[src/inc/dtr_cfg.svh]
// Constants for the dual-tone receiver control block
`ifndef DTR_CFG_SVH
`define DTR_CFG_SVH
`define DTR_ADDR_W 4
`define DTR_DATA_W 8
`define DTR_OFF_CTRL 4'h0
`define DTR_OFF_CODE 4'h1
`define DTR_OFF_IRQ_STAT 4'h2
`define DTR_OFF_IRQ_MASK 4'h3
`define DTR_BIT_PWDN 0
`define DTR_BIT_INH 1
`define DTR_BIT_VALID 2
`define DTR_CTRL_RST 8'h01
`define DTR_IRQ_BIT_TONE 0
`define DTR_IRQ_BIT_IGN 1
`define DTR_ROW_W 2
`define DTR_COL_W 2
`define DTR_COL_EXT 2'h3
`define DTR_ROW_LAST 2'h3
`define DTR_COL_1209 2'h0
`define DTR_COL_1336 2'h1
`define DTR_COL_1477 2'h2
`define DTR_CODE_ZERO 4'hA
`define DTR_CODE_STAR 4'hB
`define DTR_CODE_HASH 4'hC
`define DTR_CODE_A 4'hD
`define DTR_CODE_D 4'h0
`endif

[src/inc/dtr_pkg.sv]
// Types for the dual-tone receiver control block
package dtr_pkg;
    typedef enum logic [1:0] {
        DTR_IDLE = 2'b00,
        DTR_CHARGE = 2'b01,
        DTR_VALID = 2'b10,
        DTR_DISCH = 2'b11
    } dtr_state_t;
endpackage : dtr_pkg

[src/inc/dtr_code_if.sv]
// Carries tone position and its derived code between modules
`timescale 1ns/1ps
interface dtr_code_if;
    logic [1:0] row;
    logic [1:0] col;
    logic [3:0] code;
    logic is_ext;
    modport map (input row, input col, output code, output is_ext);
    modport user (output row, output col, input code, input is_ext);
endinterface : dtr_code_if

[src/rtl/dtr_code_map.sv]
// Row/column to 4-bit tone code mapping
`timescale 1ns/1ps
`include "dtr_cfg.svh"
module dtr_code_map
    import dtr_pkg::*;
(
    dtr_code_if.map cif
);
    always_comb
    begin
        cif.is_ext = (cif.col == `DTR_COL_EXT);
        if (cif.col == `DTR_COL_EXT)
        begin
            // A..D: 1101,1110,1111 then wrap to 0000
            cif.code = (cif.row == `DTR_ROW_LAST) ? `DTR_CODE_D
                     : 4'(`DTR_CODE_A + {2'b00, cif.row});
        end
        else if (cif.row == `DTR_ROW_LAST)
        begin
            case (cif.col)
                `DTR_COL_1209: cif.code = `DTR_CODE_STAR;
                `DTR_COL_1336: cif.code = `DTR_CODE_ZERO;
                default: cif.code = `DTR_CODE_HASH;
            endcase
        end
        else
        begin
            // Digit = row*3 + col + 1
            cif.code = 4'({cif.row, 1'b0} + {2'b00, cif.row} + {2'b00, cif.col} + 4'h1);
        end
    end
endmodule : dtr_code_map

[src/rtl/dtr_receiver.sv]
// Dual-tone receiver steering, code latch and control register
`timescale 1ns/1ps
`include "dtr_cfg.svh"
// Summary of operation
// - Control bit 0 is power-down, set to 1 after reset.
// - Control bit 1 inhibits detection of extended characters A to D; resets 0.
// - Control bit 2 is the data-valid flag, set when a valid tone is received.
// - Control bits 7 to 3 always read zero.
// - A valid tone raises the peripheral interrupt request.
// - Digits 1 to 9 give their binary value as code.
// - Row 941 Hz gives 1010 for zero, 1011 star, 1100 hash.
// - Column 1633 Hz gives 1101,1110,1111,0000 for A-D, only without inhibit.
// - Steering output low with no tone, high once a valid tone is seen.
// - Code is generated only when steering sense crosses the threshold.
// - Valid output rises only after the code is latched.
// - Valid output drops when steering sense falls below threshold.
// - Code keeps its value until the next accepted tone.
module dtr_receiver
    import dtr_pkg::*;
(
    // Clock and reset
    input wire logic I_CLK_SYS,
    input wire logic I_RST_B,
    // Register port
    input wire logic [`DTR_ADDR_W-1:0] I_ADDR,
    input wire logic [`DTR_DATA_W-1:0] I_WDATA,
    input wire logic I_WR,
    input wire logic I_RD,
    output logic [`DTR_DATA_W-1:0] O_RDATA,
    // Tone detector side
    input wire logic I_TONE_PRESENT,
    input wire logic [1:0] I_TONE_ROW,
    input wire logic [1:0] I_TONE_COL,
    // Steering RC network
    output logic O_STEERING_DRIVE_OUT,
    input wire logic I_STEERING_RC_SENSE,
    // Results
    output logic [3:0] O_TONE_CODE_BITS,
    output logic O_TONE_VALID_OUT,
    output logic O_IRQ
);
    typedef struct packed {
        dtr_state_t state;
        logic rx_power_down;
        logic extended_char_inhibit;
        logic tone_valid_flag;
        logic [3:0] code;
        logic [3:0] pend_code;
        logic pend_ext;
        logic steer_drive;
        logic valid_out;
        logic [1:0] irq_stat;
        logic [1:0] irq_mask;
        logic [`DTR_DATA_W-1:0] rdata;
    } dtr_regs_t;

    dtr_regs_t s_r;
    dtr_regs_t s_nxt;
    dtr_code_if cif ();
    logic sel_ctrl;
    logic sel_stat;
    logic sel_mask;
    logic accept;
    logic ignored;
    logic tone_ok;
    logic [`DTR_DATA_W-1:0] ctrl_view;

    assign cif.row = I_TONE_ROW;
    assign cif.col = I_TONE_COL;

    dtr_code_map u_map (
        .cif (cif)
    );

    always_comb
    begin
        sel_ctrl = (I_ADDR == `DTR_OFF_CTRL);
        sel_stat = (I_ADDR == `DTR_OFF_IRQ_STAT);
        sel_mask = (I_ADDR == `DTR_OFF_IRQ_MASK);
        // Bits 7..3 read zero
        ctrl_view = {5'h00, s_r.tone_valid_flag, s_r.extended_char_inhibit,
                     s_r.rx_power_down};
        // Tone usable only when powered up and not an inhibited A-D
        tone_ok = I_TONE_PRESENT && !s_r.rx_power_down &&
                  !(cif.is_ext && s_r.extended_char_inhibit);
        accept = 1'b0;
        ignored = 1'b0;
        s_nxt = s_r;

        case (s_r.state)
            DTR_IDLE:
            begin
                s_nxt.steer_drive = 1'b0;
                if (tone_ok)
                begin
                    s_nxt.steer_drive = 1'b1;
                    s_nxt.pend_code = cif.code;
                    s_nxt.pend_ext = cif.is_ext;
                    s_nxt.state = DTR_CHARGE;
                end
                else if (I_TONE_PRESENT && !s_r.rx_power_down)
                begin
                    ignored = 1'b1;
                end
            end
            DTR_CHARGE:
            begin
                if (!tone_ok)
                begin
                    s_nxt.steer_drive = 1'b0;
                    s_nxt.state = DTR_DISCH;
                end
                else if (I_STEERING_RC_SENSE)
                begin
                    // Threshold crossed: latch code now, valid next cycle
                    s_nxt.code = s_r.pend_code;
                    accept = 1'b1;
                    s_nxt.state = DTR_VALID;
                end
            end
            DTR_VALID:
            begin
                s_nxt.valid_out = 1'b1;
                if (!tone_ok)
                begin
                    s_nxt.steer_drive = 1'b0;
                end
                if (!I_STEERING_RC_SENSE)
                begin
                    s_nxt.valid_out = 1'b0;
                    s_nxt.steer_drive = 1'b0;
                    s_nxt.state = DTR_DISCH;
                end
            end
            DTR_DISCH:
            begin
                s_nxt.steer_drive = 1'b0;
                s_nxt.valid_out = 1'b0;
                if (!I_STEERING_RC_SENSE)
                begin
                    s_nxt.state = DTR_IDLE;
                end
            end
            default:
            begin
                s_nxt.state = DTR_IDLE;
            end
        endcase

        if (s_r.rx_power_down)
        begin
            // Abort any tone in progress; code stays
            s_nxt.steer_drive = 1'b0;
            s_nxt.valid_out = 1'b0;
            // Let a discharge finish, or it would stall here
            if (s_r.state == DTR_CHARGE || s_r.state == DTR_VALID)
            begin
                s_nxt.state = DTR_DISCH;
            end
        end

        // Register writes
        if (I_WR && sel_ctrl)
        begin
            s_nxt.rx_power_down = I_WDATA[`DTR_BIT_PWDN];
            s_nxt.extended_char_inhibit = I_WDATA[`DTR_BIT_INH];
            s_nxt.tone_valid_flag = I_WDATA[`DTR_BIT_VALID];
        end
        if (I_WR && sel_mask)
        begin
            s_nxt.irq_mask = I_WDATA[1:0];
        end
        if (I_WR && sel_stat)
        begin
            s_nxt.irq_stat = s_r.irq_stat & ~I_WDATA[1:0];
        end

        // Hardware set wins over a same-cycle clear
        if (accept)
        begin
            s_nxt.tone_valid_flag = 1'b1;
            s_nxt.irq_stat[`DTR_IRQ_BIT_TONE] = 1'b1;
        end
        if (ignored)
        begin
            s_nxt.irq_stat[`DTR_IRQ_BIT_IGN] = 1'b1;
        end

        // Read data one cycle after the strobe
        s_nxt.rdata = '0;
        if (I_RD)
        begin
            case (I_ADDR)
                `DTR_OFF_CTRL: s_nxt.rdata = ctrl_view;
                `DTR_OFF_CODE: s_nxt.rdata = {4'h0, s_r.code};
                `DTR_OFF_IRQ_STAT: s_nxt.rdata = {6'h00, s_r.irq_stat};
                `DTR_OFF_IRQ_MASK: s_nxt.rdata = {6'h00, s_r.irq_mask};
                default: s_nxt.rdata = '0;
            endcase
        end
    end

    always_ff @(posedge I_CLK_SYS or negedge I_RST_B)
    begin
        if (!I_RST_B)
        begin
            s_r <= '0;
            s_r.state <= DTR_IDLE;
            s_r.rx_power_down <= 1'b1;
            s_r.extended_char_inhibit <= 1'b0;
        end
        else
        begin
            s_r <= s_nxt;
        end
    end

    assign O_RDATA = s_r.rdata;
    assign O_STEERING_DRIVE_OUT = s_r.steer_drive;
    assign O_TONE_CODE_BITS = s_r.code;
    assign O_TONE_VALID_OUT = s_r.valid_out;
    assign O_IRQ = |(s_r.irq_stat & s_r.irq_mask);
endmodule : dtr_receiver

[config.mk]
export PLATFORM = sky130hd
export DESIGN_NAME = dtr_receiver
export DESIGN_NICKNAME = d
export VERILOG_FILES = /design/src/inc/dtr_pkg.sv /design/src/inc/dtr_code_if.sv /design/src/rtl/dtr_code_map.sv /design/src/rtl/dtr_receiver.sv
export VERILOG_INCLUDE_DIRS = /design/src /design/src/inc
export SDC_FILE = /design/constraint.sdc
export NUM_CORES = 1
export LEC_CHECK = 0
export ABC_AREA = 1
export BUFFER_PORTS_ARGS = -buffer_cell sky130_fd_sc_hd__buf_2
export CORE_MARGIN = 8
export CORE_UTILIZATION = 35
export DETAILED_ROUTE_END_ITERATION = 10
export PLACE_DENSITY_LB_ADDON = 0.15
export SYNTH_ARGS = -nofsm -noshare
export SYNTH_HDL_FRONTEND = slang
export SYNTH_SLANG_ARGS = --single-unit
[constraint.sdc]
create_clock -name I_CLK_SYS -period 1.8 [get_ports I_CLK_SYS]
set_clock_uncertainty 0.15 [all_clocks]
set_input_delay 0.36 -clock I_CLK_SYS [delete_from_list [all_inputs] [get_ports I_CLK_SYS]]
set_output_delay 0.36 -clock I_CLK_SYS [all_outputs]
set_load 0.01 [all_outputs]
==> results.tsv <==
metric	value	unit
status	finished with violations	
violations	negative setup slack	
cp_max_fo	2	
clk_latency	0.27	ns
worstPathRequired	1.82	ns
ys_async_sr_fraction	100	%
fp.dieW	81.0	um
post-synth-top-area-fraction	37.2	%
p_clk_share	17.6	%
power_density	1140	nW/um2
dp_hpwl	2430	um
cts_tree	built	
antenna_found_initial	0	
overflow	0	
reg2reg_depth	7	
grt_usage	9.81	%
r2r-start	s_r[26]	
avgSynthCellArea	7.87	um2
drt-initial-drc-count	35	
synth-edff-count	0	
sequentialPowerShare	43.4	%
max_freq	538	MHz
first_pass_iters	4	
vias	1171	
wl_met2	1340	um
rows	23	
ys_seq_area_share	39.0	%
wl_per_cell	11.4	um
yosys_warnings	0	
synth_seq_cells	23	
ant_nets	0	
initial_core_util	36.7	%
p_sw	0.756	mW
wl_met1	1410	um
critPathKind	in2reg	
grt_pass1_wl	5130	um
fp.dieH	81.0	um
wl	3010	um
hp-class	in2reg	
relSlewSlack	64.5	%
min_period	1.86	ns
grt_pass1_vias	1130	
r2r_slack	0.31	ns
ir_worst_vdd	0.539	mV
end_kind	flop	
swShare	39.3	%
final_util	42.1	%
worst_pin_slew	0.532	ns
postCtsSetupBuffers	0	
slew_violations	0	
io_pins	37	
io_buffers	27	
critical_path.endpoint	s_r[17]	
dieArea	6570	um2
drv_cap	0	
cts_buffers	3	
top_layer	met4	
rsz0062_at_grt	yes	
cts_sinks	23	
fin_ws	-0.0584	ns
setup_violations	1	
p_comb_share	39.0	%
routabilityCongestion	0.759	
fin_crit_sh	103	%
synth_commonest_cells	nand2_1, inv_1, dfrtp_1, nand3_1, buf_4	
ys_top_cells_by_area	dfrtp_1, nand2_1, nand3_1	
layout.nets	247	
cts_buffer_depth	2	
hold_viol	0	
yosysMostFrequentCell	nand2_1	
area_growth	14.6	%
synth_area_leader_cell	dfrtp_1	
htreeDepth	1	
worst_setup_path_start_kind	primary input	
cp-startpoint	I_TONE_ROW[0]	
clk_pin_slew	0.09	ns
grt_max_degree	24	
synthFlopType	dfrtp_1	
core_area	4030	um2
yosysUniqueCellTypes	27	
arrival	1.88	ns
diodes	0	
via_per_inst	4.42	
ctsRootBufferMaster	clkbuf_8	
drc	0	
r2r-end	s_r[15]	
layout-drive-gt1-share	24.2	%
dr_wl_met3	219	um
setup_tns	-0.0584	ns
power.leakage	0.934	nW
netlist_instances	188	
intPower	1.17	mW
netlist_area	1480	um2
per-stage QoR:
step	cell area, um2	worst slack (ns)	power [mW]	hold WS [ns]	cells
after floorplan	1490	-0.205	1.42	-0.0856	191
after global placement	1630	-0.361	1.61	0.218	260
after detailed placement	1630	-0.391	1.61	0.218	260
after CTS	1700	-0.0658	1.96	0.150	265
after global routing	1700	-0.177	2.11	0.177	265
final	1700	-0.0584	1.93	0.151	265
critical path, cell delays in order:
cell	delay (ns)
buf_6	0.10
fa_1	0.53
ha_2	0.17
fa_1	0.40
nor2_1	0.09
nor2_1	0.05
nand2_1	0.05
nand2_1	0.04
nand2_1	0.05
nand2_1	0.04
logic make-up after synthesis:
| kind of cell | count (synthesis) | share of synthesized area (%) |
|---|---|---|
| buffers and inverters | 39 | 13.4 |
| other | 1 | 0.253 |
| and+or+nand+nor | 94 | 30.5 |
| DFF | 23 | 39.0 |
| AOI/OAI and AO/OA | 22 | 8.28 |
| adders and majority gates | 9 | 8.62 |
area by class of cell:
cell class                 count  area, um2
fill                         447       2330
tap                           50       62.6
timing repair buffer          33        189
multi-input combinational    129        719
inverter                      26        100
clock inverter                 1       7.51
clock buffer                   3       41.3
sequential                    23        577
flip-flops by register name, summed over array words and instances (netlist names):
signal,flops
O_RDATA,4
O_TONE_VALID_OUT,1
O_TONE_CODE_BITS,4
s_r,10
ctrl_view,3
O_STEERING_DRIVE_OUT,1
power by group through the flow:
stage                     Combinational [mW]  Sequential (mW)  Clock (mW)
after floorplan                        0.602            0.818           0
after global placement                 0.759            0.849           0
after detailed placement               0.759            0.850           0
after CTS                              0.768            0.838       0.351
after global routing                   0.877            0.863       0.369
final                                  0.751            0.836       0.339
routing by layer:
metal  up-vias  global-route usage (%)
li1        633                       -
met5         -                       0
met1       512                    12.3
met2        22                    15.6
met3         4                    2.54
met4         0                    4.29
cells in the final DEF (no fill, tap or decap), types with 4 or more instances in the layout:
| cell type | count |
|---|---|
| inv_1 | 23 |
| conb_1 | 4 |
| buf_2 | 26 |
| buf_4 | 5 |
| nand2_1 | 49 |
| o21ai_0 | 7 |
| nand3_1 | 20 |
| o21ai_1 | 8 |
| nor2_1 | 12 |
| ha_1 | 6 |
| dfrtp_1 | 22 |
how the worst min path moves through the flow:
stage | slack (ns) | startpoint | endpoint | cells past startpoint
after floorplan | -0.09 | I_RST_B | O_RDATA[0] | 0
after global placement | 0.22 | I_RST_B | O_TONE_CODE_BITS[3] | 1
after detailed placement | 0.22 | I_RST_B | O_RDATA[3] | 1
after CTS | 0.15 | I_WDATA[2] | ctrl_view[2] | 3
after global routing | 0.18 | I_WDATA[2] | ctrl_view[2] | 3
final | 0.15 | I_WDATA[2] | ctrl_view[2] | 3
what timing repair did:
item	4_1_cts	5_1_grt
setup endpoints to repair	1	2
hold endpoints to repair	22	0
gates resized for setup	1	0
hold buffers	1	0
No activity file was read; power rests on OpenSTA's default activity.
